--- src/common/usbsc_pkg.sv ---
// Constants and types shared by the control/status front end and its controller.
// Assumes one 25 MHz clock and an active-low asynchronous reset in every module.
package usbsc_pkg;

    // ************************************************************
    // Device register indices
    // ************************************************************
    localparam logic [1:0] REG_CTRL = 2'h0;
    localparam logic [1:0] REG_CFG = 2'h1;
    localparam logic [1:0] REG_STAT = 2'h2;
    localparam logic [1:0] REG_DONE = 2'h3;

    // ************************************************************
    // Field positions
    // ************************************************************
    localparam int CTRL_PPCLR = 6;
    localparam int CTRL_SE0 = 5;
    localparam int CTRL_LOCK = 4;
    localparam int CTRL_EN = 3;
    localparam int CTRL_RESUME = 2;
    localparam int CTRL_HOLD = 1;
    localparam int CFG_EYE = 7;
    localparam int CFG_PULLUP = 4;
    localparam int CFG_SPEED = 2;
    localparam int CFG_PPM_HI = 1;
    localparam int CFG_PPM_LO = 0;
    localparam int STAT_ENDP_LO = 3;
    localparam int STAT_DIR = 2;
    localparam int STAT_BANK = 1;
    localparam int DONE_FLAG = 0;

    // ************************************************************
    // Write masks and reset values
    // ************************************************************
    localparam logic [7:0] CTRL_WMASK = 8'h4E;
    localparam logic [7:0] CFG_WMASK = 8'h97;
    localparam logic [7:0] CTRL_RESET = 8'h00;
    localparam logic [7:0] CFG_RESET = 8'h00;

    // ************************************************************
    // Transaction status queue
    // ************************************************************
    localparam int QDEPTH = 4;
    localparam logic [2:0] QFULL = 3'h4;

    typedef struct packed {
        logic [3:0] endp;
        logic dir;
        logic bank;
    } usbsc_xfer_type;

    // ************************************************************
    // Clock figures
    // ************************************************************
    localparam int SYS_CLK_HZ = 25_000_000;
    localparam logic [7:0] FS_CLK_MHZ = 8'h30;
    localparam logic [7:0] LS_CLK_MHZ = 8'h06;

    // ************************************************************
    // Controller AHB map
    // ************************************************************
    localparam logic [31:0] AHB_CMD_OFS = 32'h0000_0000;
    localparam logic [31:0] AHB_RES_OFS = 32'h0000_0004;
    localparam int CMD_DATA_LO = 0;
    localparam int CMD_IDX_LO = 8;
    localparam int CMD_READ = 16;
    localparam int RES_BUSY = 8;
    localparam int RES_REFUSED = 9;
    localparam int RES_ENABLED = 10;

endpackage : usbsc_pkg

--- src/common/usbsc_reg_if.sv ---
// Register port between the front end and its controller.
// Assumes both ends run on the same sys_clk; no clock travels here.
`timescale 1ns/1ns
interface usbsc_reg_if;
    logic regReq;
    logic regWe;
    logic [1:0] regIdx;
    logic [7:0] regWdata;
    logic regAck;
    logic [7:0] regRdata;

    modport dev (
        input regReq,
        input regWe,
        input regIdx,
        input regWdata,
        output regAck,
        output regRdata
    );

    modport ctl (
        output regReq,
        output regWe,
        output regIdx,
        output regWdata,
        input regAck,
        input regRdata
    );
endinterface : usbsc_reg_if

--- src/design/usbsc_device.sv ---
// Control, configuration and status front end of the serial interface engine.
// Assumes the engine supplies one-cycle event pulses and bus lines synchronous to sys_clk.
`timescale 1ns/1ns
module usbsc_device (
    // Clock and reset
    input wire logic sys_clk,
    input wire logic rstn,
    // Register port
    usbsc_reg_if.dev regs,
    // Bus line levels
    input wire logic busDp,
    input wire logic busDm,
    // Engine events
    input wire logic setupSeen,
    input wire logic xferDone,
    input wire logic [3:0] xferEndp,
    input wire logic xferDir,
    input wire logic xferBank,
    // Engine and transceiver controls
    output logic moduleEnable,
    output logic resumeDrive,
    output logic engineClkRun,
    output logic packetLockout,
    output logic pingpongPointerClear,
    output logic [1:0] pingpongMode,
    output logic eyeTestEnable,
    output logic speedSelect,
    output logic pullupDp,
    output logic pullupDm,
    output logic pinChangeDetectEnable,
    output logic transactionDone,
    output logic statusQueueFull
);

    // ************************************************************
    // State
    // ************************************************************
    typedef struct packed {
        logic [7:0] ctrl;
        logic [7:0] cfg;
        usbsc_pkg::usbsc_xfer_type [usbsc_pkg::QDEPTH-1:0] queue;
        logic [1:0] rdPtr;
        logic [1:0] wrPtr;
        logic [2:0] count;
        logic ack;
        logic [7:0] rdata;
    } usbsc_dev_state_type;

    usbsc_dev_state_type s_q;
    usbsc_dev_state_type s_d;

    logic se0Live;
    logic wrAccess;
    logic push;
    logic pop;
    logic notEmpty;
    logic [7:0] readValue;
    usbsc_pkg::usbsc_xfer_type head;
    usbsc_pkg::usbsc_xfer_type incoming;

    // ************************************************************
    // Next state
    // ************************************************************
    always_comb begin
        se0Live = ~busDp & ~busDm;
        wrAccess = regs.regReq & regs.regWe;
        notEmpty = (s_q.count != 3'h0);
        incoming.endp = xferEndp;
        incoming.dir = xferDir;
        incoming.bank = xferBank;
        head = s_q.queue[s_q.rdPtr];
        // A full queue drops the newest entry; the engine sees statusQueueFull first
        push = xferDone & (s_q.count != usbsc_pkg::QFULL);
        pop = wrAccess & (regs.regIdx == usbsc_pkg::REG_DONE)
            & regs.regWdata[usbsc_pkg::DONE_FLAG] & notEmpty;

        readValue = 8'h00;
        unique case (regs.regIdx)
            usbsc_pkg::REG_CTRL: begin
                readValue = s_q.ctrl;
                readValue[usbsc_pkg::CTRL_SE0] = se0Live;
            end
            usbsc_pkg::REG_CFG: begin
                readValue = s_q.cfg;
            end
            usbsc_pkg::REG_STAT: begin
                if (notEmpty) begin
                    readValue[usbsc_pkg::STAT_ENDP_LO +: 4] = head.endp;
                    readValue[usbsc_pkg::STAT_DIR] = head.dir;
                    readValue[usbsc_pkg::STAT_BANK] = head.bank;
                end
            end
            usbsc_pkg::REG_DONE: begin
                readValue[usbsc_pkg::DONE_FLAG] = notEmpty;
            end
        endcase

        s_d = s_q;
        s_d.ack = regs.regReq;
        if (regs.regReq) begin
            s_d.rdata = readValue;
        end

        if (wrAccess && regs.regIdx == usbsc_pkg::REG_CTRL) begin
            // Enable, resume, hold and pointer clear are plain read/write
            s_d.ctrl = (s_q.ctrl & ~usbsc_pkg::CTRL_WMASK)
                | (regs.regWdata & usbsc_pkg::CTRL_WMASK);
            if (!regs.regWdata[usbsc_pkg::CTRL_LOCK]) begin
                s_d.ctrl[usbsc_pkg::CTRL_LOCK] = 1'b0;
            end
        end
        // Setting comes after clearing so a SETUP in the clear cycle is kept
        if (setupSeen) begin
            s_d.ctrl[usbsc_pkg::CTRL_LOCK] = 1'b1;
        end

        if (wrAccess && regs.regIdx == usbsc_pkg::REG_CFG) begin
            s_d.cfg = regs.regWdata & usbsc_pkg::CFG_WMASK;
        end

        // All three fields of an entry are written in one cycle
        if (push) begin
            s_d.queue[s_q.wrPtr] = incoming;
            s_d.wrPtr = s_q.wrPtr + 2'h1;
        end
        if (pop) begin
            s_d.rdPtr = s_q.rdPtr + 2'h1;
        end
        s_d.count = s_q.count + {2'h0, push} - {2'h0, pop};
    end

    // ************************************************************
    // Registers
    // ************************************************************
    always_ff @(posedge sys_clk or negedge rstn) begin
        if (!rstn) begin
            s_q <= '0;
            s_q.ctrl <= usbsc_pkg::CTRL_RESET;
            s_q.cfg <= usbsc_pkg::CFG_RESET;
        end else begin
            s_q <= s_d;
        end
    end

    // ************************************************************
    // Outputs
    // ************************************************************
    assign regs.regAck = s_q.ack;
    assign regs.regRdata = s_q.rdata;
    assign moduleEnable = s_q.ctrl[usbsc_pkg::CTRL_EN];
    assign resumeDrive = s_q.ctrl[usbsc_pkg::CTRL_RESUME];
    assign engineClkRun = ~s_q.ctrl[usbsc_pkg::CTRL_HOLD];
    assign packetLockout = s_q.ctrl[usbsc_pkg::CTRL_LOCK];
    // Held while the bit stays set, so the engine sees the clear for as long as asked
    assign pingpongPointerClear = s_q.ctrl[usbsc_pkg::CTRL_PPCLR];
    assign pingpongMode = s_q.cfg[usbsc_pkg::CFG_PPM_HI:usbsc_pkg::CFG_PPM_LO];
    assign eyeTestEnable = s_q.cfg[usbsc_pkg::CFG_EYE];
    assign speedSelect = s_q.cfg[usbsc_pkg::CFG_SPEED];
    assign pullupDp = s_q.cfg[usbsc_pkg::CFG_PULLUP] & s_q.cfg[usbsc_pkg::CFG_SPEED];
    assign pullupDm = s_q.cfg[usbsc_pkg::CFG_PULLUP] & ~s_q.cfg[usbsc_pkg::CFG_SPEED];
    assign pinChangeDetectEnable = ~s_q.ctrl[usbsc_pkg::CTRL_EN];
    assign transactionDone = (s_q.count != 3'h0);
    assign statusQueueFull = (s_q.count == usbsc_pkg::QFULL);

endmodule : usbsc_device

--- src/flat_wrapper.sv ---
// flat-port wrapper written by rule: the top's interface ports become plain ports
module usbsc_device_flat 
  (sys_clk, rstn, busDp, busDm, setupSeen, xferDone, xferEndp, xferDir, xferBank, moduleEnable, resumeDrive, engineClkRun, packetLockout, pingpongPointerClear, pingpongMode, eyeTestEnable, speedSelect, pullupDp, pullupDm, pinChangeDetectEnable, transactionDone, statusQueueFull, regs_regReq, regs_regWe, regs_regIdx, regs_regWdata, regs_regAck, regs_regRdata);
  usbsc_reg_if regs_i ();
  input wire logic sys_clk;
  input wire logic rstn;
  input wire logic busDp;
  input wire logic busDm;
  input wire logic setupSeen;
  input wire logic xferDone;
  input wire logic [3:0] xferEndp;
  input wire logic xferDir;
  input wire logic xferBank;
  output logic moduleEnable;
  output logic resumeDrive;
  output logic engineClkRun;
  output logic packetLockout;
  output logic pingpongPointerClear;
  output logic [1:0] pingpongMode;
  output logic eyeTestEnable;
  output logic speedSelect;
  output logic pullupDp;
  output logic pullupDm;
  output logic pinChangeDetectEnable;
  output logic transactionDone;
  output logic statusQueueFull;
  input wire logic [$bits(regs_i.regReq)-1:0] regs_regReq;
  input wire logic [$bits(regs_i.regWe)-1:0] regs_regWe;
  input wire logic [$bits(regs_i.regIdx)-1:0] regs_regIdx;
  input wire logic [$bits(regs_i.regWdata)-1:0] regs_regWdata;
  output wire logic [$bits(regs_i.regAck)-1:0] regs_regAck;
  output wire logic [$bits(regs_i.regRdata)-1:0] regs_regRdata;
  assign regs_i.regReq = regs_regReq;
  assign regs_i.regWe = regs_regWe;
  assign regs_i.regIdx = regs_regIdx;
  assign regs_i.regWdata = regs_regWdata;
  assign regs_regAck = regs_i.regAck;
  assign regs_regRdata = regs_i.regRdata;
  usbsc_device u_core (.sys_clk(sys_clk), .rstn(rstn), .regs(regs_i), .busDp(busDp), .busDm(busDm), .setupSeen(setupSeen), .xferDone(xferDone), .xferEndp(xferEndp), .xferDir(xferDir), .xferBank(xferBank), .moduleEnable(moduleEnable), .resumeDrive(resumeDrive), .engineClkRun(engineClkRun), .packetLockout(packetLockout), .pingpongPointerClear(pingpongPointerClear), .pingpongMode(pingpongMode), .eyeTestEnable(eyeTestEnable), .speedSelect(speedSelect), .pullupDp(pullupDp), .pullupDm(pullupDm), .pinChangeDetectEnable(pinChangeDetectEnable), .transactionDone(transactionDone), .statusQueueFull(statusQueueFull));
endmodule
--- config.mk ---
export PLATFORM = sky130hd
export DESIGN_NAME = usbsc_device_flat
export DESIGN_NICKNAME = d
export VERILOG_FILES = /design/src/common/usbsc_pkg.sv /design/src/common/usbsc_reg_if.sv /design/src/design/usbsc_device.sv /design/src/flat_wrapper.sv
export SDC_FILE = /design/constraint.sdc
export NUM_CORES = 1
export LEC_CHECK = 0
export BUFFER_PORTS_ARGS = -buffer_cell sky130_fd_sc_hd__buf_2
export CAP_MARGIN = 25
export CORE_MARGIN = 2
export CORE_UTILIZATION = 33
export CTS_CLUSTER_DIAMETER = 50
export DETAILED_ROUTE_END_ITERATION = 7
export GPL_ROUTABILITY_DRIVEN = 0
export SYNTH_ARGS = -nofsm -noshare
export SYNTH_HDL_FRONTEND = slang
export SYNTH_SLANG_ARGS = --single-unit
--- constraint.sdc ---
create_clock -name sys_clk -period 2.5 [get_ports sys_clk]
set_input_delay 0.375 -clock sys_clk [delete_from_list [all_inputs] [get_ports sys_clk]]
set_output_delay 0.375 -clock sys_clk [all_outputs]
set_load 0.05 [all_outputs]
==> results of run 1 <==
==> routing by layer <==
layer / wire length (microns) / share of wire [%] / vias up
met3: 285 / 6.0 / 7
met2: 2140 / 45 / 43
li1: - / - / 685
met1: 2230 / 47 / 722
met5: 0 / 0 / -
met4: 65 / 1.4 / 0
==> cells by family after synthesis <==
| kind of cell | Yosys count | share of synthesized area (%) |
|---|---|---|
| compound gates | 12 | 3.99 |
| mux | 41 | 22.4 |
| simple gates | 31 | 9.88 |
| xor+xnor | 5 | 1.79 |
| flops | 50 | 51.2 |
| fa+ha+maj | 7 | 3.89 |
| buf+inv | 29 | 6.86 |
==> stage by stage <==
step	cells	hold slack (ns)	instance area (sq um)	setup slack, ns
after floorplan	175	0.0794	2440	0.430
after global placement	308	0.271	2710	0.297
after detailed placement	308	0.276	2710	0.227
after CTS	316	0.250	2800	0.402
after global routing	316	0.258	2800	0.313
final	316	0.253	2800	0.422
==> report_power, final <==
group / leakage (nW) / switching [mW] / total (mW) / internal, mW
registers: 0.601 / 0.247 / 1.38 / 1.13
clock network: 0.0383 / 0.259 / 0.452 / 0.194
logic: 0.671 / 0.692 / 1.33 / 0.633
total: 1.31 / 1.20 / 3.16 / 1.96
==> state kept, by name, summed over array words and instances (netlist names) <==
| signal | cells |
|---|---|
| u_core.speedSelect | 1 |
| u_core.resumeDrive | 1 |
| u_core.s_q | 33 |
| u_core.regs.regRdata | 8 |
| u_core.eyeTestEnable | 1 |
| u_core.moduleEnable | 1 |
| u_core.pingpongMode | 2 |
| u_core.pingpongPointerClear | 1 |
| u_core.regs.regAck | 1 |
| u_core.packetLockout | 1 |
==> area by class of cell <==
class                      count  area [sq um]  share of cell area [%]
inverter                      13          48.8                    1.74
timing repair buffer          51           273                    9.75
tap                           99           124                    4.43
clock buffer                   7          76.3                    2.73
sequential                    50          1250                    44.7
multi-input combinational     96          1030                    36.7
==> cells in the mapped netlist <==
| master | instances |
|---|---|
| and4bb_2 | 1 |
| or2_1 | 1 |
| a211oi_1 | 1 |
| fa_1 | 1 |
| inv_1 | 13 |
| buf_2 | 2 |
| buf_6 | 2 |
| a221o_1 | 6 |
| a21o_1 | 2 |
| o21ai_0 | 3 |
| nand2_2 | 1 |
| xor2_1 | 3 |
| mux4_2 | 6 |
| nor3_2 | 2 |
| nor4b_2 | 1 |
| nand2b_2 | 1 |
| or3b_1 | 1 |
| nor2b_1 | 3 |
| ha_1 | 6 |
| nand2_1 | 6 |
| nor4_1 | 2 |
| buf_1 | 1 |
| nand2b_1 | 1 |
| nand3_4 | 4 |
| xnor2_1 | 2 |
| nor2_1 | 5 |
| buf_4 | 11 |
| mux2i_1 | 3 |
| mux2_4 | 6 |
| nand4b_1 | 1 |
| mux2_1 | 7 |
| dfrtp_1 | 50 |
| mux2_2 | 19 |
| and2_1 | 1 |
==> path summary, 6_finish.rpt <==
check	depth (start not counted)	slack [ns]	endpoint
max reg2reg	8	0.42	u_core.s_q[11]
min in group asynchronous	2	0.49	u_core.eyeTestEnable
min	2	0.25	u_core.packetLockout
max in group asynchronous	3	1.43	u_core.s_q[16]
min reg2reg	1	0.49	u_core.regs.regRdata[0]
max	8	0.42	u_core.s_q[11]
==> results_dict.tcl, run 1 <==
set metrics [dict create \
    holdBufCountCts 1 \
    ys_seq_elements 50 \
    clk_pin_slew_worst_paths_ns 0.08 \
    critical_path.most_common_cell "ha_1" \
    row_count 31 \
    total_power_mw 3.16 \
    use_met1_pct 15.3 \
    hold_viol 0 \
    critPathLaunchType "flip-flop" \
    grt_pass1_wl_mm 7.67 \
    cp_max_fo 4 \
    cts_made_buffers 5 \
    slowest_delay_ns 0.43 \
    core_area_sq_um 7210 \
    r2r-start "u_core.s_q[10]" \
    synth_largest_area_cell "dfrtp_1" \
    clockRootBuffer "clkbuf_8" \
    hp-start "setupSeen" \
    yosysUniqueCellTypes 34 \
    crit_required_ns 2.69 \
    final_common_cell "dfrtp_1" \
    p_per_area_nw_per_um2 1130 \
    maxSlewHeadroom_pct 68.3 \
    cts_resized 0 \
    grt_max_degree 23 \
    path_class "reg -> reg" \
    crit_path_end_kind "flip-flop" \
    routed_via_density 4.61 \
    use_met3_pct 4.11 \
    hp-class "in -> reg" \
    fin_crit_sh_pct 83.1 \
    grtUsageMet2_pct 19.2 \
    ys_seq_area_share_pct 51.2 \
    first_pass_iters 4 \
    antenna_found_initial 0 \
    slowest_stage "dfrtp_1" \
    final.setup_skew_ns 0.00586 \
    grt_pass1_vias 1531 \
    arrival_ns 2.27 \
    synthCells 175 \
    syn_area_sq_um 2440 \
    max-cap-violations 0 \
    fp.dieArea_sq_um 8110 \
    drc 0 \
    cts_max_level 2 \
    dieHeight_microns 90.1 \
    grt_usage_pct 11.9 \
    grt.overflow.total 0 \
    synthToLayoutAreaGrowth_pct 14.5 \
    postSynthAreaPerCell_sq_um 14.0 \
    dieWidth_microns 90.1 \
    first_iter_violations 35 \
    clock_latency_ns 0.30 \
    final_util_pct 38.8 \
    ant_nets 0 \
    path_buf_inv 1 \
    yosysTopAreaCellShare_pct 51.2 \
    clockBufferDepth 2 \
    fmax_mhz 481 \
    wirelength_mm 4.71 \
    start_util_pct 33.9 \
    drive_above_1_share_pct 44.2 \
    setup_tns_ns 0 \
    num_vias 1457 \
    ys_warn_count 0 \
    busiest_layer "met2" \
    hpwl_mm 3.52 \
    crit_chain "nor3_2 > nor4b_2 > ha_1 > inv_1 > ha_1 > fa_1 > xor2_1 > xnor2_1" \
    ir_worst_vdd_mv 0.281 \
    critPathTopFamily "adder cells" \
    startpoint "u_core.s_q[10]" \
    drv_slew 0 \
    cts_tree "yes" \
    post_drt_wl_per_cell_microns 14.9 \
    cts.sinks 50 \
    cellLeakagePower_nw 1.31 \
    n_fill_cell 715 \
    setup_violations 0 \
    layout_min_cycle_time_ns 2.08 \
    syn_nets 206 \
    rsz0062_at_grt "no" \
    io_buffers 45 \
    post_cts_buffers 0 \
    io-pin-count 47 \
    worst_slew_pin_slew_ns 0.476 \
    ys_top_cells_by_area "dfrtp_1 51%, mux2_2 8.8%, mux4_2 5.5%, mux2_4 3.7%, buf_4 3.4%" \
    nets 248 \
    outcome "complete, no violations" \
    final_cell_mix "50 x dfrtp_1, 45 x buf_2, 19 x mux2_2" \
    n_antenna_cell 0 \
]
(Power assumes the default switching activity.)
==> inputs of run 2 (changes only) <==
Clock period 2.5 ns to 2.1 ns, I/O delays scaled along.
==> run 2 against run 1 <==
Effect of this change:
- sequential share of layout area decreased by 0.86 points
- global-route usage barely moved
- routed wire length down 3.1%
- fmax is 5.1% higher
- core utilization up 0.76 points
- worst hold slack worse by 0.16 ns
- combinational power rose by 20%
- register-to-register slack lost 0.30 ns
- largest cell class unchanged
==> results_dict.tcl, run 2 (same netlist as run 1, synthesis figures left out) <==
set metrics [dict create \
    holdBufCountCts 0 \
    critPathTopFamily "adder cells" \
    core_area_sq_um 7210 \
    worst-path-stages 8 \
    first_pass_iters 4 \
    whs_ns 0.0973 \
    cts.sinks 50 \
    dp_cells 310 \
    row_count 31 \
    crit_required_ns 2.30 \
    fin_cells 319 \
    grt.overflow.total 0 \
    arrival_ns 2.18 \
    slowest_delay_ns 0.41 \
    clock_latency_ns 0.31 \
    cellLeakagePower_nw 1.34 \
    setup_violations 0 \
    final_common_cell "dfrtp_1" \
    hp-class "in -> async" \
    nets 250 \
    dp_slack_ns 0.0709 \
    regMostFlops "u_core.s_q" \
    ir_worst_vdd_mv 0.354 \
    final.setup_skew_ns 0.00648 \
    first_iter_violations 75 \
    worst_slew_pin_slew_ns 0.630 \
    antenna_found_initial 0 \
    cts_tree "yes" \
    dieHeight_microns 90.1 \
    setup_tns_ns 0 \
    grt_usage_pct 11.9 \
    ff2ff_setup_slack_ns 0.12 \
    drive_above_1_share_pct 46.8 \
    io_buffers 45 \
    outcome "complete, no violations" \
    slowest_stage "dfrtp_1" \
    io-pin-count 47 \
    routed_via_density 4.66 \
    post_dp_cell_area_sq_um 2730 \
    cp_max_fo 3 \
    path_class "reg -> reg" \
    path_buf_inv 1 \
    critical_path.most_common_cell "ha_1" \
    fin_crit_sh_pct 94.1 \
    n_antenna_cell 0 \
    crit_path_end_kind "flip-flop" \
    layout_min_cycle_time_ns 1.98 \
    drv_slew 0 \
    setup_ws_ns 0.124 \
    hpwl_mm 3.31 \
    ant_nets 0 \
    synthToLayoutAreaGrowth_pct 16.7 \
    post_drt_wl_per_cell_microns 14.3 \
    clockRootBuffer "clkbuf_8" \
    dieWidth_microns 90.1 \
    largest_reg_flops 33 \
    hold_viol 0 \
    p_per_area_nw_per_um2 1380 \
    wirelength_mm 4.57 \
    cts_max_level 2 \
    drc 0 \
    maxSlewHeadroom_pct 58.0 \
    fp.dieArea_sq_um 8110 \
    grt_pass1_wl_mm 7.63 \
    grt_max_degree 51 \
    crit_chain "nor3_2 > nor4b_2 > ha_1 > inv_1 > ha_1 > fa_2 > xor2_1 > xnor2_1" \
    max-cap-violations 0 \
    fmax_mhz 506 \
    num_vias 1488 \
    final_cell_mix "50 x dfrtp_1, 45 x buf_2, 19 x mux2_2" \
    design_area_sq_um 2850 \
    clk_pin_slew_worst_paths_ns 0.09 \
    grt_pass1_vias 1503 \
    rsz0062_at_grt "yes" \
    start_util_pct 33.9 \
    cts_made_buffers 5 \
    critPathLaunchType "flip-flop" \
    clockBufferDepth 2 \
    r2r_cells 8 \
]
[run 2: timing repair]
action / CTS / global route
resized for setup: 0 / 1
setup endpoints to repair: 0 / 1
buffers inserted: 0 / 1
endpoints found under the hold margin: 0 / 0
[run 2: final timing paths]
kind | startpoint | end
max | u_core.s_q[9] | u_core.s_q[11]
min | rstn | u_core.regs.regAck
max reg2reg | u_core.s_q[9] | u_core.s_q[11]
min reg2reg | u_core.regs.regRdata[0] | u_core.regs.regRdata[0]
max in group asynchronous | rstn | u_core.s_q[11]
min in group sys_clk | setupSeen | u_core.packetLockout
[run 2: cell type report]
class | count | area [sq um]
Multi-Input combinational cell | 96 | 1030
Timing Repair Buffer | 53 | 285
Clock inverter | 3 | 47.5
Inverter | 13 | 48.8
Tap cell | 99 | 124
Fill cell | 715 | 4360
Clock buffer | 5 | 68.8
Sequential cell | 50 | 1250
[run 2: report_power, final]
| part | leakage, nW | total (mW) | switching, mW | internal (mW) |
|---|---|---|---|---|
| Clock | 0.0591 | 0.710 | 0.346 | 0.364 |
| Sequential | 0.601 | 1.64 | 0.289 | 1.35 |
| Combinational | 0.681 | 1.59 | 0.822 | 0.770 |
| Total | 1.34 | 3.94 | 1.46 | 2.48 |
[run 2: metal layers]
layer,global-route usage (%),up-vias,wire length [microns]
met2,17.5,49,2010
met5,0,-,0
li1,-,695,-
met3,3.86,7,274
met4,4.74,0,67
met1,16.2,737,2210
[run 2: stage by stage]
| stage | total power, mW | util (%) |
|---|---|---|
| after global placement | 3.21 | 37.8 |
| after CTS | 3.97 | 39.4 |
| after floorplan | 2.97 | - |
| after detailed placement | 3.25 | 37.8 |
| after global routing | 4.21 | 39.6 |
| final | 3.94 | 39.6 |
==> inputs of run 3 (changes only) <==
==> constraint.sdc (replaced) <==
create_clock -name sys_clk -period 1.87 [get_ports sys_clk]
set_input_delay 0.187 -clock sys_clk [delete_from_list [all_inputs] [get_ports sys_clk]]
set_output_delay 0.187 -clock sys_clk [all_outputs]
set_load 0.05 [all_outputs]
==> run 3 against run 2 <==
Effect of this change:
- the flow now finishes with violations (hold timing, setup timing)
- first-iteration DRC count decreased by 44%
- combinational power rose by 15%
- clock skew grew 0.00070 ns
- sequential cell count is the same
- worst hold slack worse by 0.12 ns
- via count down 2.8%
- die area stayed put
- sequential share of layout area down 0.72 points
- critical path depth unchanged
- routed wire length down 3.5%
- critical path type unchanged
- largest cell class unchanged
==> results_dict.tcl, run 3 (same netlist as run 1, synthesis figures left out) <==
set metrics [dict create \
    grt_usage_pct 11.8 \
    regMostFlops "u_core.s_q" \
    clockBufferDepth 2 \
    dieHeight_microns 90.1 \
    wirelength_mm 4.41 \
    setup_tns_ns -0.0667 \
    setup_ws_ns -0.0667 \
    num_vias 1447 \
    final_common_cell "dfrtp_1" \
    hp-class "in -> async" \
    ir_worst_vdd_mv 0.414 \
    hpwl_mm 3.26 \
    crit_required_ns 2.07 \
    max-cap-violations 0 \
    dp_slack_ns -0.0643 \
    fin_cells 322 \
    switchingPower_mw 1.63 \
    hold_viol 36 \
    first_pass_iters 4 \
    whs_ns -0.0229 \
    final_util_pct 40.2 \
    cts.sinks 50 \
    slowest_delay_ns 0.42 \
    cellLeakagePower_nw 1.36 \
    p_per_area_nw_per_um2 1530 \
    critPathLaunchType "flip-flop" \
    n_antenna_cell 0 \
    layout_min_cycle_time_ns 1.94 \
    io-pin-count 47 \
    grt.overflow.total 0 \
    design_area_sq_um 2900 \
    ant_nets 0 \
    crit_path_end_kind "flip-flop" \
    grt_pass1_wl_mm 7.64 \
    drc 0 \
    maxSlewHeadroom_pct 57.8 \
    clockRootBuffer "clkbuf_8" \
    multi_input_area_sq_um 1050 \
    first_iter_violations 42 \
    arrival_ns 2.13 \
    row_count 31 \
    outcome "complete, but fails checks" \
    cts_max_level 2 \
    start_util_pct 33.9 \
    drive_above_1_share_pct 48.0 \
    clock_latency_ns 0.30 \
    fmax_mhz 516 \
    path_class "reg -> reg" \
    power_frac_clock_pct 17.5 \
    grt_pass1_vias 1551 \
    violations "hold timing, setup timing" \
    io_buffers 45 \
    post_dp_cell_area_sq_um 2770 \
    drv_slew 0 \
    crit_chain "nor3_4 > nor4b_4 > ha_1 > inv_1 > ha_2 > fa_2 > xor2_1 > xnor2_1" \
    rsz0062_at_grt "yes" \
    fin_crit_sh_pct 104 \
    post_drt_wl_per_cell_microns 13.7 \
    slowest_stage "dfrtp_1" \
    cp_max_fo 3 \
    routed_via_density 4.49 \
    fp.dieArea_sq_um 8110 \
    setup_violations 1 \
    clk_pin_slew_worst_paths_ns 0.09 \
    n_fill_cell 717 \
    p_comb_share_pct 41.1 \
    p_int_mw 2.82 \
    dieWidth_microns 90.1 \
    switching_share_pct 36.6 \
    final_cell_mix "50 x dfrtp_1, 44 x buf_2, 19 x mux2_2" \
    regArea_sq_um 1250 \
    synthToLayoutAreaGrowth_pct 18.7 \
    antenna_found_initial 0 \
    grt_max_degree 51 \
    cts_made_buffers 5 \
    core_area_sq_um 7210 \
    total_power_mw 4.45 \
    dp_cells 314 \
    largest_reg_flops 33 \
    final.setup_skew_ns 0.00718 \
    worst_slew_pin_slew_ns 0.633 \
    seqPwrFrac_pct 41.4 \
    cts_tree "yes" \
    nets 253 \
]
run 3: changes by cell type in the layout (fill, tap and decap cells not counted):
cell,delta
nand2_4,+1
nor4b_4,+1
buf_4,+4
buf_2,-1
nor4b_2,-1
ha_2,+1
ha_1,-1
nor3_2,-1
nor3_4,+1
nand2_2,-1
run 3: area by class of cell:
class                           instances  share of cell area (%)
Clock buffer                            5                    2.37
Clock inverter                          3                    1.64
Inverter                               13                    1.68
Multi-Input combinational cell         96                    36.2
Sequential cell                        50                    43.1
Tap cell                               99                    4.27
Timing Repair Buffer                   56                    10.7
run 3: final timing paths:
check,cells after the start,slack [ns],to,start
worst max-delay path,8,-0.07,u_core.s_q[11],u_core.s_q[9]
worst min-delay path,2,-0.02,u_core.s_q[10],rstn
worst max register to register,8,-0.07,u_core.s_q[11],u_core.s_q[9]
worst min register to register,1,0.50,u_core.s_q[34],u_core.s_q[34]
max in group asynchronous,2,1.46,u_core.s_q[15],rstn
min in group sys_clk,2,0.07,u_core.packetLockout,setupSeen
run 3: layer usage:
| metal | part of all wire, % | global-route usage [%] |
|---|---|---|
| met4 | 0.61 | 2.69 |
| met3 | 6.4 | 3.94 |
| met1 | 45 | 15.1 |
| met5 | 0 | 0 |
| met2 | 48 | 19.4 |
run 3: critical path: cells and delay by family (launching register included):
kind	cells	cell delay [ns]
and+or+nand+nor	2	0.32
DFF	1	0.42
adders and majority gates	3	0.77
xor gates and xnor gates	2	0.28
buffers and inverters	1	0.04
run 3: power by group through the flow:
stage               Combinational [mW]  Sequential, mW  Clock (mW)
finish                            1.83            1.84       0.779
global route                      1.99            1.91       0.851
floorplan                         1.54            1.82           0
detailed placement                1.84            1.87           0
CTS                               1.85            1.85       0.811
global placement                  1.81            1.86           0
run 3: timing repair:
item / CTS / global route
buffers inserted: 0 / 0
endpoints found under the hold margin: 0 / 0
gates resized for setup: 1 / 2
hold buffers: 0 / 0
setup endpoints to repair: 2 / 3
